===== config.mk =====
export PLATFORM = sky130hd
export DESIGN_NAME = ata_identify_format_responder
export DESIGN_NICKNAME = d
export VERILOG_FILES = /design/src/ata_ident_pkg.sv /design/src/ident_rom.sv /design/src/ata_identify_format_responder.sv
export SDC_FILE = /design/constraint.sdc
export NUM_CORES = 1
export LEC_CHECK = 0
export ABC_AREA = 0
export ABC_CLOCK_PERIOD_IN_PS = 4400
export BUFFER_PORTS_ARGS = -buffer_cell sky130_fd_sc_hd__buf_2
export CORE_ASPECT_RATIO = 1.25
export CORE_UTILIZATION = 57
export CTS_CLUSTER_DIAMETER = 30
export CTS_CLUSTER_SIZE = 25
export DETAILED_ROUTE_END_ITERATION = 8
export HOLD_SLACK_MARGIN = 0.02
export PLACE_DENSITY = 0.81
export SLEW_MARGIN = 15
export SYNTH_ARGS = -nofsm -noshare
export SYNTH_HDL_FRONTEND = slang
export SYNTH_SLANG_ARGS = --single-unit

===== constraint.sdc =====
create_clock -name clk_sys -period 4.4 [get_ports clk_sys]
set_clock_uncertainty 0.2 [all_clocks]
set_input_delay 0.88 -clock clk_sys [delete_from_list [all_inputs] [get_ports clk_sys]]
set_output_delay 0.88 -clock clk_sys [all_outputs]
set_load 0.02 [all_outputs]

===== src/ata_ident_pkg.sv =====
package ata_ident_pkg;
  // task-file register indices; byte address is four times the index
  localparam logic [5:0] REG_DATA = 6'h00;
  localparam logic [5:0] REG_ERR_FEAT = 6'h01;
  localparam logic [5:0] REG_SEC_CNT = 6'h02;
  localparam logic [5:0] REG_SEC_NUM = 6'h03;
  localparam logic [5:0] REG_CYL_LO = 6'h04;
  localparam logic [5:0] REG_CYL_HI = 6'h05;
  localparam logic [5:0] REG_HEAD = 6'h06;
  localparam logic [5:0] REG_STAT_CMD = 6'h07;
  localparam int ADR_LSB = 2;

  // opcodes
  localparam logic [7:0] CMD_FORMAT_TRACK = 8'h50;
  localparam logic [7:0] CMD_IDENTIFY = 8'hec;

  // status, error and head-register bits
  localparam int ST_BSY = 7;
  localparam int ST_DRDY = 6;
  localparam int ST_DSC = 4;
  localparam int ST_DRQ = 3;
  localparam int ST_ERR = 0;
  localparam int ER_ABRT = 2;
  localparam int HEAD_LBA = 6;

  // one sector of 16-bit words
  localparam logic [7:0] LAST_WORD = 8'hff;

  // geometry defaults
  localparam logic [15:0] DEF_CYLS = 16'h03d4;
  localparam logic [15:0] DEF_HEADS = 16'h0010;
  localparam logic [15:0] DEF_SPT = 16'h003f;

  // fixed identify words
  localparam logic [15:0] ID_W0_GENCFG = 16'h044a;
  localparam logic [15:0] ID_W5 = 16'h0200;
  localparam logic [15:0] ID_W20_BUFTYPE = 16'h0002;
  localparam logic [15:0] ID_W47_MULTMAX = 16'h8001;
  localparam logic [15:0] ID_W49_CAPS = 16'h0b00;
  localparam logic [15:0] ID_W51_PIOTIM = 16'h0200;
  localparam logic [15:0] ID_W53_VALID = 16'h0007;
  localparam logic [7:0] ID_W59_VALID_HI = 8'h01;
  localparam logic [7:0] ID_W59_MULT_DEF = 8'h00;
  localparam logic [15:0] ID_W63_MWDMA = 16'h0007;
  localparam logic [15:0] ID_W64_ADVPIO = 16'h0003;
  localparam logic [15:0] ID_W65_68_CYC = 16'h0078;
  localparam logic [15:0] ID_W80_MAJOR = 16'h007e;
  localparam logic [15:0] ID_W81_MINOR = 16'h0019;
  localparam logic [15:0] ID_W82_FEAT = 16'h706b;
  localparam logic [15:0] ID_W83_FEAT = 16'h400c;
  localparam logic [15:0] ID_W84_FEAT = 16'h4000;
  localparam logic [15:0] ID_W88_UDMA = 16'h001f;
  localparam logic [15:0] ID_W163 = 16'h0002;

  // default strings, first character in the high byte of a word
  localparam logic [159:0] DEF_SERIAL = {20{8'h20}};
  localparam logic [63:0] DEF_FW_REV = "REV00001"; // arbitrary value
  localparam logic [319:0] DEF_MODEL = {"480MB", {35{8'h20}}};
endpackage


===== src/ident_rom.sv =====
module ident_rom
  import ata_ident_pkg::*;
(
  input wire logic clk_sys,
  input wire logic resetn,
  input wire logic [7:0] word_addr,
  input wire logic [7:0] mult_count,
  output logic [15:0] word_q_ff
);
  logic [15:0] nxt_word_q;
  logic [31:0] total;
  logic [7:0] n;

  assign total = 32'(DEF_CYLS) * 32'(DEF_HEADS) * 32'(DEF_SPT);

  // word lookup; every reserved or vendor word falls to zero
  always_comb begin
    n = word_addr;
    nxt_word_q = 16'h0000; // RULE5
    if (n >= 8'd10 && n <= 8'd19) begin
      nxt_word_q = DEF_SERIAL[159 - 16 * (32'(n) - 10) -: 16]; // RULE9
    end else if (n >= 8'd23 && n <= 8'd26) begin
      nxt_word_q = DEF_FW_REV[63 - 16 * (32'(n) - 23) -: 16]; // RULE12
    end else if (n >= 8'd27 && n <= 8'd46) begin
      nxt_word_q = DEF_MODEL[319 - 16 * (32'(n) - 27) -: 16]; // RULE12
    end else if (n >= 8'd65 && n <= 8'd68) begin
      nxt_word_q = ID_W65_68_CYC; // RULE14
    end else begin
      case (n)
        8'd0: nxt_word_q = ID_W0_GENCFG; // RULE6
        8'd1: nxt_word_q = DEF_CYLS; // RULE16
        8'd3: nxt_word_q = DEF_HEADS; // RULE16
        8'd5: nxt_word_q = ID_W5;
        8'd6: nxt_word_q = DEF_SPT; // RULE16
        8'd7: nxt_word_q = total[31:16]; // RULE7
        8'd8: nxt_word_q = total[15:0]; // RULE7
        8'd20: nxt_word_q = ID_W20_BUFTYPE; // RULE10
        8'd47: nxt_word_q = ID_W47_MULTMAX; // RULE11
        8'd49: nxt_word_q = ID_W49_CAPS; // RULE13
        8'd51: nxt_word_q = ID_W51_PIOTIM; // RULE13
        8'd53: nxt_word_q = ID_W53_VALID; // RULE13
        8'd54: nxt_word_q = DEF_CYLS;
        8'd55: nxt_word_q = DEF_HEADS;
        8'd56: nxt_word_q = DEF_SPT;
        8'd57: nxt_word_q = total[15:0]; // RULE8
        8'd58: nxt_word_q = total[31:16]; // RULE8
        8'd59: nxt_word_q = {ID_W59_VALID_HI, mult_count}; // RULE17
        8'd60: nxt_word_q = total[15:0];
        8'd61: nxt_word_q = total[31:16];
        8'd63: nxt_word_q = ID_W63_MWDMA;
        8'd64: nxt_word_q = ID_W64_ADVPIO; // RULE14
        8'd80: nxt_word_q = ID_W80_MAJOR; // RULE15
        8'd81: nxt_word_q = ID_W81_MINOR; // RULE15
        8'd82: nxt_word_q = ID_W82_FEAT; // RULE15
        8'd83: nxt_word_q = ID_W83_FEAT; // RULE15
        8'd84: nxt_word_q = ID_W84_FEAT; // RULE15
        8'd88: nxt_word_q = ID_W88_UDMA;
        8'd163: nxt_word_q = ID_W163;
        default: nxt_word_q = 16'h0000;
      endcase
    end
  end

  // registered read data, one cycle behind the address
  always_ff @(posedge clk_sys or negedge resetn) begin
    if (!resetn) begin
      word_q_ff <= 16'h0000;
    end else begin
      word_q_ff <= nxt_word_q;
    end
  end
endmodule


===== src/ata_identify_format_responder.sv =====
// Behaviour
// (RULE1) format-track accepted, media never formatted
// (RULE2) take one written sector, then discard it
// (RULE3) lba from cylinder, sector-number and head fields
// (RULE4) identify data sent like one-sector read
// (RULE5) reserved identify bits and words read zero
// (RULE6) word 0 reports 044ah
// (RULE7) words 7-8 total sectors, high word first
// (RULE8) words 57-58 capacity, low word first
// (RULE9) words 10-19 serial number, default spaces
// (RULE10) word 20 reports 0002h
// (RULE11) word 47 reports 8001h
// (RULE12) firmware words 23-26, model words 27-46
// (RULE13) words 49, 51, 53 fixed values
// (RULE14) word 64 0003h, words 65-68 0078h
// (RULE15) version and feature words 80-84 fixed
// (RULE16) words 1, 3, 6 default geometry
// (RULE17) word 59 high byte 01h, low default 00h
// (RULE18) 256 words ascending from word 0
module ata_identify_format_responder
  import ata_ident_pkg::*;
(
  input wire logic clk_sys,
  input wire logic resetn,
  input wire logic wb_cyc_i,
  input wire logic wb_stb_i,
  input wire logic wb_we_i,
  input wire logic [7:0] wb_adr_i,
  input wire logic [3:0] wb_sel_i,
  input wire logic [31:0] wb_dat_i,
  output logic [31:0] wb_dat_o_ff,
  output logic wb_ack_o_ff,
  output logic [27:0] fmt_lba_ff,
  output logic fmt_lba_mode_ff,
  output logic fmt_done_ff
);
  typedef enum logic [2:0] {
    ST_IDLE, ST_ID_PREP, ST_ID_XFER, ST_FMT_XFER, ST_FMT_END
  } phase_t;

  phase_t phase_ff, nxt_phase;
  logic [7:0] ptr_ff, nxt_ptr;
  logic [7:0] seccnt_ff, nxt_seccnt;
  logic [7:0] secnum_ff, nxt_secnum;
  logic [7:0] cyllo_ff, nxt_cyllo;
  logic [7:0] cylhi_ff, nxt_cylhi;
  logic [7:0] head_ff, nxt_head;
  logic [7:0] err_ff, nxt_err;
  logic err_flag_ff, nxt_err_flag;
  logic [27:0] nxt_fmt_lba;
  logic nxt_fmt_lba_mode;
  logic nxt_fmt_done;
  logic [31:0] nxt_dat_o;
  logic nxt_ack;
  logic [15:0] rom_q;
  logic take;
  logic wr_lo;
  logic [5:0] idx;
  logic [7:0] status;

  // a request is taken once; the ack cycle itself never retakes it
  assign take = wb_cyc_i & wb_stb_i & ~wb_ack_o_ff;
  assign wr_lo = take & wb_we_i & wb_sel_i[0];
  assign idx = wb_adr_i[7:ADR_LSB];

  // buffer address follows the word pointer, so the next word is ready early
  ident_rom u_rom (
    .clk_sys(clk_sys),
    .resetn(resetn),
    .word_addr(ptr_ff),
    .mult_count(ID_W59_MULT_DEF), // RULE17
    .word_q_ff(rom_q)
  );

  // status byte assembled from the command phase
  always_comb begin
    status = 8'h00;
    status[ST_BSY] = (phase_ff == ST_ID_PREP) || (phase_ff == ST_FMT_END);
    status[ST_DRDY] = 1'b1;
    status[ST_DSC] = 1'b1;
    status[ST_DRQ] = (phase_ff == ST_ID_XFER) || (phase_ff == ST_FMT_XFER); // RULE4
    status[ST_ERR] = err_flag_ff;
  end

  // bus answer: ack one cycle after the request, unmapped reads give zero
  always_comb begin
    nxt_ack = take;
    nxt_dat_o = 32'h0000_0000;
    if (take && !wb_we_i) begin
      case (idx)
        REG_DATA: nxt_dat_o = (phase_ff == ST_ID_XFER) ? {16'h0000, rom_q} : 32'h0000_0000;
        REG_ERR_FEAT: nxt_dat_o = {24'h000000, err_ff};
        REG_SEC_CNT: nxt_dat_o = {24'h000000, seccnt_ff};
        REG_SEC_NUM: nxt_dat_o = {24'h000000, secnum_ff};
        REG_CYL_LO: nxt_dat_o = {24'h000000, cyllo_ff};
        REG_CYL_HI: nxt_dat_o = {24'h000000, cylhi_ff};
        REG_HEAD: nxt_dat_o = {24'h000000, head_ff};
        REG_STAT_CMD: nxt_dat_o = {24'h000000, status};
        default: nxt_dat_o = 32'h0000_0000;
      endcase
    end
  end

  // task-file registers; the feature byte is write-only and unused here, so it is not kept
  always_comb begin
    nxt_seccnt = seccnt_ff;
    nxt_secnum = secnum_ff;
    nxt_cyllo = cyllo_ff;
    nxt_cylhi = cylhi_ff;
    nxt_head = head_ff;
    // writes are ignored while a command owns the registers
    if (wr_lo && phase_ff == ST_IDLE) begin
      case (idx)
        REG_SEC_CNT: nxt_seccnt = wb_dat_i[7:0];
        REG_SEC_NUM: nxt_secnum = wb_dat_i[7:0];
        REG_CYL_LO: nxt_cyllo = wb_dat_i[7:0];
        REG_CYL_HI: nxt_cylhi = wb_dat_i[7:0];
        REG_HEAD: nxt_head = wb_dat_i[7:0];
        default: nxt_head = head_ff;
      endcase
    end
  end

  // task-file storage
  always_ff @(posedge clk_sys or negedge resetn) begin
    if (!resetn) begin
      seccnt_ff <= 8'h00;
      secnum_ff <= 8'h00;
      cyllo_ff <= 8'h00;
      cylhi_ff <= 8'h00;
      head_ff <= 8'h00;
    end else begin
      seccnt_ff <= nxt_seccnt;
      secnum_ff <= nxt_secnum;
      cyllo_ff <= nxt_cyllo;
      cylhi_ff <= nxt_cylhi;
      head_ff <= nxt_head;
    end
  end

  // command sequencing
  always_comb begin
    nxt_phase = phase_ff;
    nxt_ptr = ptr_ff;
    nxt_err = err_ff;
    nxt_err_flag = err_flag_ff;
    nxt_fmt_lba = fmt_lba_ff;
    nxt_fmt_lba_mode = fmt_lba_mode_ff;
    nxt_fmt_done = 1'b0;
    // a new command is taken only while idle; BSY or DRQ refuse it
    if (wr_lo && phase_ff == ST_IDLE) begin
      case (idx)
        REG_STAT_CMD: begin
          nxt_ptr = 8'h00; // RULE18
          nxt_err = 8'h00;
          nxt_err_flag = 1'b0;
          if (wb_dat_i[7:0] == CMD_IDENTIFY) begin
            nxt_phase = ST_ID_PREP; // RULE4
          end else if (wb_dat_i[7:0] == CMD_FORMAT_TRACK) begin
            nxt_phase = ST_FMT_XFER; // RULE1
            // address fields captured as the command is issued
            nxt_fmt_lba = {head_ff[3:0], cylhi_ff, cyllo_ff, secnum_ff}; // RULE3
            nxt_fmt_lba_mode = head_ff[HEAD_LBA]; // RULE3
          end else begin
            // other opcodes belong elsewhere; this slice aborts them
            nxt_err[ER_ABRT] = 1'b1;
            nxt_err_flag = 1'b1;
          end
        end
        default: nxt_phase = phase_ff;
      endcase
    end
    case (phase_ff)
      ST_IDLE: nxt_phase = nxt_phase;
      ST_ID_PREP: nxt_phase = ST_ID_XFER; // first word settles in the buffer here
      ST_ID_XFER: begin
        if (take && !wb_we_i && idx == REG_DATA) begin
          nxt_ptr = ptr_ff + 8'h01; // RULE18
          if (ptr_ff == LAST_WORD) begin
            nxt_phase = ST_IDLE; // RULE4
          end
        end
      end
      ST_FMT_XFER: begin
        // words are counted and dropped; nothing reaches the media
        if (take && wb_we_i && idx == REG_DATA) begin
          nxt_ptr = ptr_ff + 8'h01; // RULE2
          if (ptr_ff == LAST_WORD) begin
            nxt_phase = ST_FMT_END; // RULE2
          end
        end
      end
      ST_FMT_END: begin
        nxt_phase = ST_IDLE;
        nxt_fmt_done = 1'b1; // RULE1
      end
      default: nxt_phase = ST_IDLE;
    endcase
  end

  // command state and format outputs
  always_ff @(posedge clk_sys or negedge resetn) begin
    if (!resetn) begin
      phase_ff <= ST_IDLE;
      ptr_ff <= 8'h00;
      err_ff <= 8'h00;
      err_flag_ff <= 1'b0;
      fmt_lba_ff <= 28'h0000000;
      fmt_lba_mode_ff <= 1'b0;
      fmt_done_ff <= 1'b0;
    end else begin
      phase_ff <= nxt_phase;
      ptr_ff <= nxt_ptr;
      err_ff <= nxt_err;
      err_flag_ff <= nxt_err_flag;
      fmt_lba_ff <= nxt_fmt_lba;
      fmt_lba_mode_ff <= nxt_fmt_lba_mode;
      fmt_done_ff <= nxt_fmt_done;
    end
  end

  // bus answer registers; read data and ack always leave together
  always_ff @(posedge clk_sys or negedge resetn) begin
    if (!resetn) begin
      wb_dat_o_ff <= 32'h0000_0000;
      wb_ack_o_ff <= 1'b0;
    end else begin
      wb_dat_o_ff <= nxt_dat_o;
      wb_ack_o_ff <= nxt_ack;
    end
  end
endmodule


==> flow_summary.toml <==
[clocking]
cts_tree = "yes"
h-tree-depth = 4
clkSinkCount = 115
post_cts_buffers = 0
hold_buffers = 0
cts_max_path_buffers = 2
root_buffer = "clkbuf_16"
post_cts_resized = 0
clk_pin_slew_worst_paths_ns = 0.05
worstSkewPairLatency_ns = 0.41
numCtsBuffers = 17

[grt]
grt.overflow.total = 0
grt_pass1_vias = 5111
grt_pass1_wl_microns = 27200
antenna_found_initial = 0
grt_usage = 0.315
grt_max_degree = 58

[run_status]
status = "finished, final reports clean"

[setup_path]
endpoint_kind = "register"
required_ns = 4.42
worstPathCellList = "inv_1 > ha_1 > a21oi_1 > xnor2_1 > ha_1 > nor2_1 > mux2_2 > nor3_1 > nand2_1 > a2bb2oi_1 > a2111oi_0"
worstSetupPathType = "reg -> reg"
slowest_stage = "a2111oi_0"
cpMostUsedCell = "ha_1"
crit_path_max_fanout = 9
rrSetupSlack_ns = 0.63
startpoint_type = "register"
critPathTopFamily = "compound AO/OA/AOI/OAI gates"
path_buf_inv = 1
cp_slowest_stage_delay_ns = 0.79
cp.arrival_ns = 3.79

[power]
total_power_mw = 2.61
p_leak_nw = 3.69
vdd_drop_max_mv = 0.192
powerDensity_nw_per_um2 = 358

[layout]
layout-drive-gt1-share = 0.288
design_area_sq_um = 7300
final_nets = 728
antennaDiodeCount = 0
n_fill_cell = 820
syn_to_final_growth_pct = 15.1
final_util = 0.681

[drt]
wl_per_cell_microns = 21.1
vias = 5179
wl_microns = 17100
drc = 0
firstDrtPassIters = 6
drtIter0Drc = 420
viasPerCell = 6.38
final_antenna_net_count = 0

[sta]
relSlewSlack = 0.422
finalHoldViolCount = 0
maxSlewViolCount = 0
setup_tns_ns = 0
rsz0062_at_grt = "false"
period_share = 0.857
worst_slew_pin_slew_ns = 0.845
fmax_mhz = 265
setup_viol = 0
post-route-min-period_ns = 3.77

[synth]
async_reset_ff_frac = 1.00
synth.cell_area_sq_um = 6340
synth_edf_count = 0
synth_cell_type_count = 75
syn_avg_cell_area_sq_um = 10.4
ys.flop_type = "dfrtp_1"
seq_area_frac_synth = 0.454
synthCells = 608
ys_ff_latch = 115
ys_warn_count = 0

[die]
core_area_sq_um = 10700
die_w_microns = 96.3
initial_utilization = 0.591
die_height_microns = 120
ios = 112
num_rows = 42
die-area_sq_um = 11500

[hold_path]
hold_path_class = "reg -> reg"

[run]
maxCapViolCount = 0

[placed_design]
io_buffers = 66
gp_congestion = 0.901
place_area_sq_um = 6700
dp_hpwl_microns = 11600
synth_stat cells, types with 3 or more instances:
cell | n | area (sq um)
mux2_2 | 71 | 800
o211ai_1 | 3 | 22.5
clkbuf_1 | 28 | 105
a21oi_1 | 31 | 155
buf_1 | 5 | 18.8
o22ai_1 | 3 | 18.8
or4_4 | 3 | 33.8
buf_4 | 16 | 120
xnor2_1 | 7 | 61.3
nand4_1 | 6 | 37.5
nor2b_1 | 11 | 68.8
and2_1 | 4 | 25.0
and3_1 | 14 | 87.6
nand2b_1 | 5 | 31.3
nor4_1 | 8 | 50.1
nor3b_1 | 5 | 37.5
mux4_2 | 3 | 67.6
nor3_1 | 12 | 60.1
a221oi_1 | 9 | 78.8
nand3b_1 | 6 | 45.0
a22o_1 | 3 | 26.3
a31oi_1 | 6 | 37.5
inv_1 | 13 | 48.8
mux2i_1 | 5 | 50.1
ha_1 | 12 | 150
and3b_1 | 3 | 26.3
o32ai_1 | 4 | 35.0
o31ai_1 | 6 | 45.0
nor2_1 | 47 | 176
nand3_1 | 12 | 60.1
nand2_1 | 40 | 150
o311ai_0 | 3 | 26.3
o21a_1 | 6 | 45.0
xor2_1 | 5 | 43.8
a21o_1 | 3 | 22.5
o21ai_0 | 26 | 130
dfrtp_1 | 115 | 2880
layer usage:
| metal | global-route usage | wire length, microns | vias to the layer above |
|---|---|---|---|
| li1 | - | - | 2314 |
| met1 | 0.380 | 6580 | 2532 |
| met2 | 0.506 | 8490 | 266 |
| met3 | 0.0754 | 1040 | 67 |
| met4 | 0.183 | 991 | 0 |
| met5 | 0 | 0 | - |
layout by cell type (no fill, tap or decap), drive strengths merged, types with 7 or more instances in the layout:
master / n
nor2: 47
inv: 14
buf: 77
dfrtp: 115
a21oi: 31
nor3: 12
ha: 12
conb: 16
o21ai: 27
a221oi: 9
nand3: 12
nand2: 40
clkbuf: 21
nor2b: 11
clkinv: 8
and3: 14
xnor2: 7
mux2: 71
nor4: 9
worst paths after layout:
| check | from | to | cells after the start |
|---|---|---|---|
| worst max-delay path | ptr_ff[2]$_DFF_PN0_ | u_rom.word_q_ff[4]$_DFF_PN0_ | 11 |
| worst min register to register | u_rom.word_q_ff[9]$_DFF_PN0_ | wb_dat_o_ff[9]$_DFF_PN0_ | 1 |
| min in group asynchronous | resetn | head_ff[2]$_DFFE_PN0P_ | 1 |
| worst max register to register | ptr_ff[2]$_DFF_PN0_ | u_rom.word_q_ff[4]$_DFF_PN0_ | 11 |
| max in group asynchronous | resetn | fmt_lba_ff[25]$_DFFE_PN0P_ | 2 |
| worst min-delay path | u_rom.word_q_ff[9]$_DFF_PN0_ | wb_dat_o_ff[9]$_DFF_PN0_ | 1 |
kinds of logic (layout without fill, tap and decap cells):
logic type                 after synthesis  in the layout  synth area share
adders and majority gates               12             12            0.0237
and+or+nand+nor                        194            194             0.166
muxes                                   79             79             0.145
AOI/OAI and AO/OA                      127            127             0.136
buffers and inverters                   66            123            0.0511
xor gates and xnor gates                14             14            0.0237
DFF                                    115            115             0.454
other                                    1             16          0.000592
sequential cells by signal, summed over array words and instances, names as in the netlist:
signal / count
cylhi_ff: 8
cyllo_ff: 8
err_flag_ff: 1
fmt_done_ff: 1
fmt_lba_ff: 28
fmt_lba_mode_ff: 1
head_ff: 8
phase_ff: 3
ptr_ff: 8
seccnt_ff: 8
secnum_ff: 8
u_rom.word_q_ff: 16
wb_ack_o_ff: 1
wb_dat_o_ff: 16
worst register-to-register path: stages, from the launching register on:
cell and delay [ns]:
dfrtp_1 0.48, inv_1 0.21, ha_1 0.28, a21oi_1 0.26, xnor2_1 0.17, ha_1 0.27
nor2_1 0.05, mux2_2 0.32, nor3_1 0.19, nand2_1 0.15, a2bb2oi_1 0.19, a2111oi_0 0.79
per-stage QoR:
step	cells	hold slack [ns]	worst slack, ns
floorplan	623	0.251	1.20
global placement	780	0.258	0.876
detailed placement	780	0.264	0.789
CTS	812	0.278	0.755
global route	812	0.292	0.429
finish	812	0.276	0.631
power by group:
| part | total, mW | switching, mW | internal (mW) |
|---|---|---|---|
| Sequential | 1.07 | 0.00476 | 1.07 |
| Clock | 1.38 | 0.472 | 0.913 |
| Combinational | 0.156 | 0.112 | 0.0445 |
final cells by class:
type                       instances  area [sq um]  share of cell area
clock inverter                    11           134              0.0183
multi-input combinational        442          3190               0.438
timing repair buffer              77           415              0.0569
clock buffer                      21           460              0.0631
sequential                       115          2880               0.394
tap                              132           165              0.0226
inverter                          14          52.6             0.00720
(Power assumes the default switching activity.)
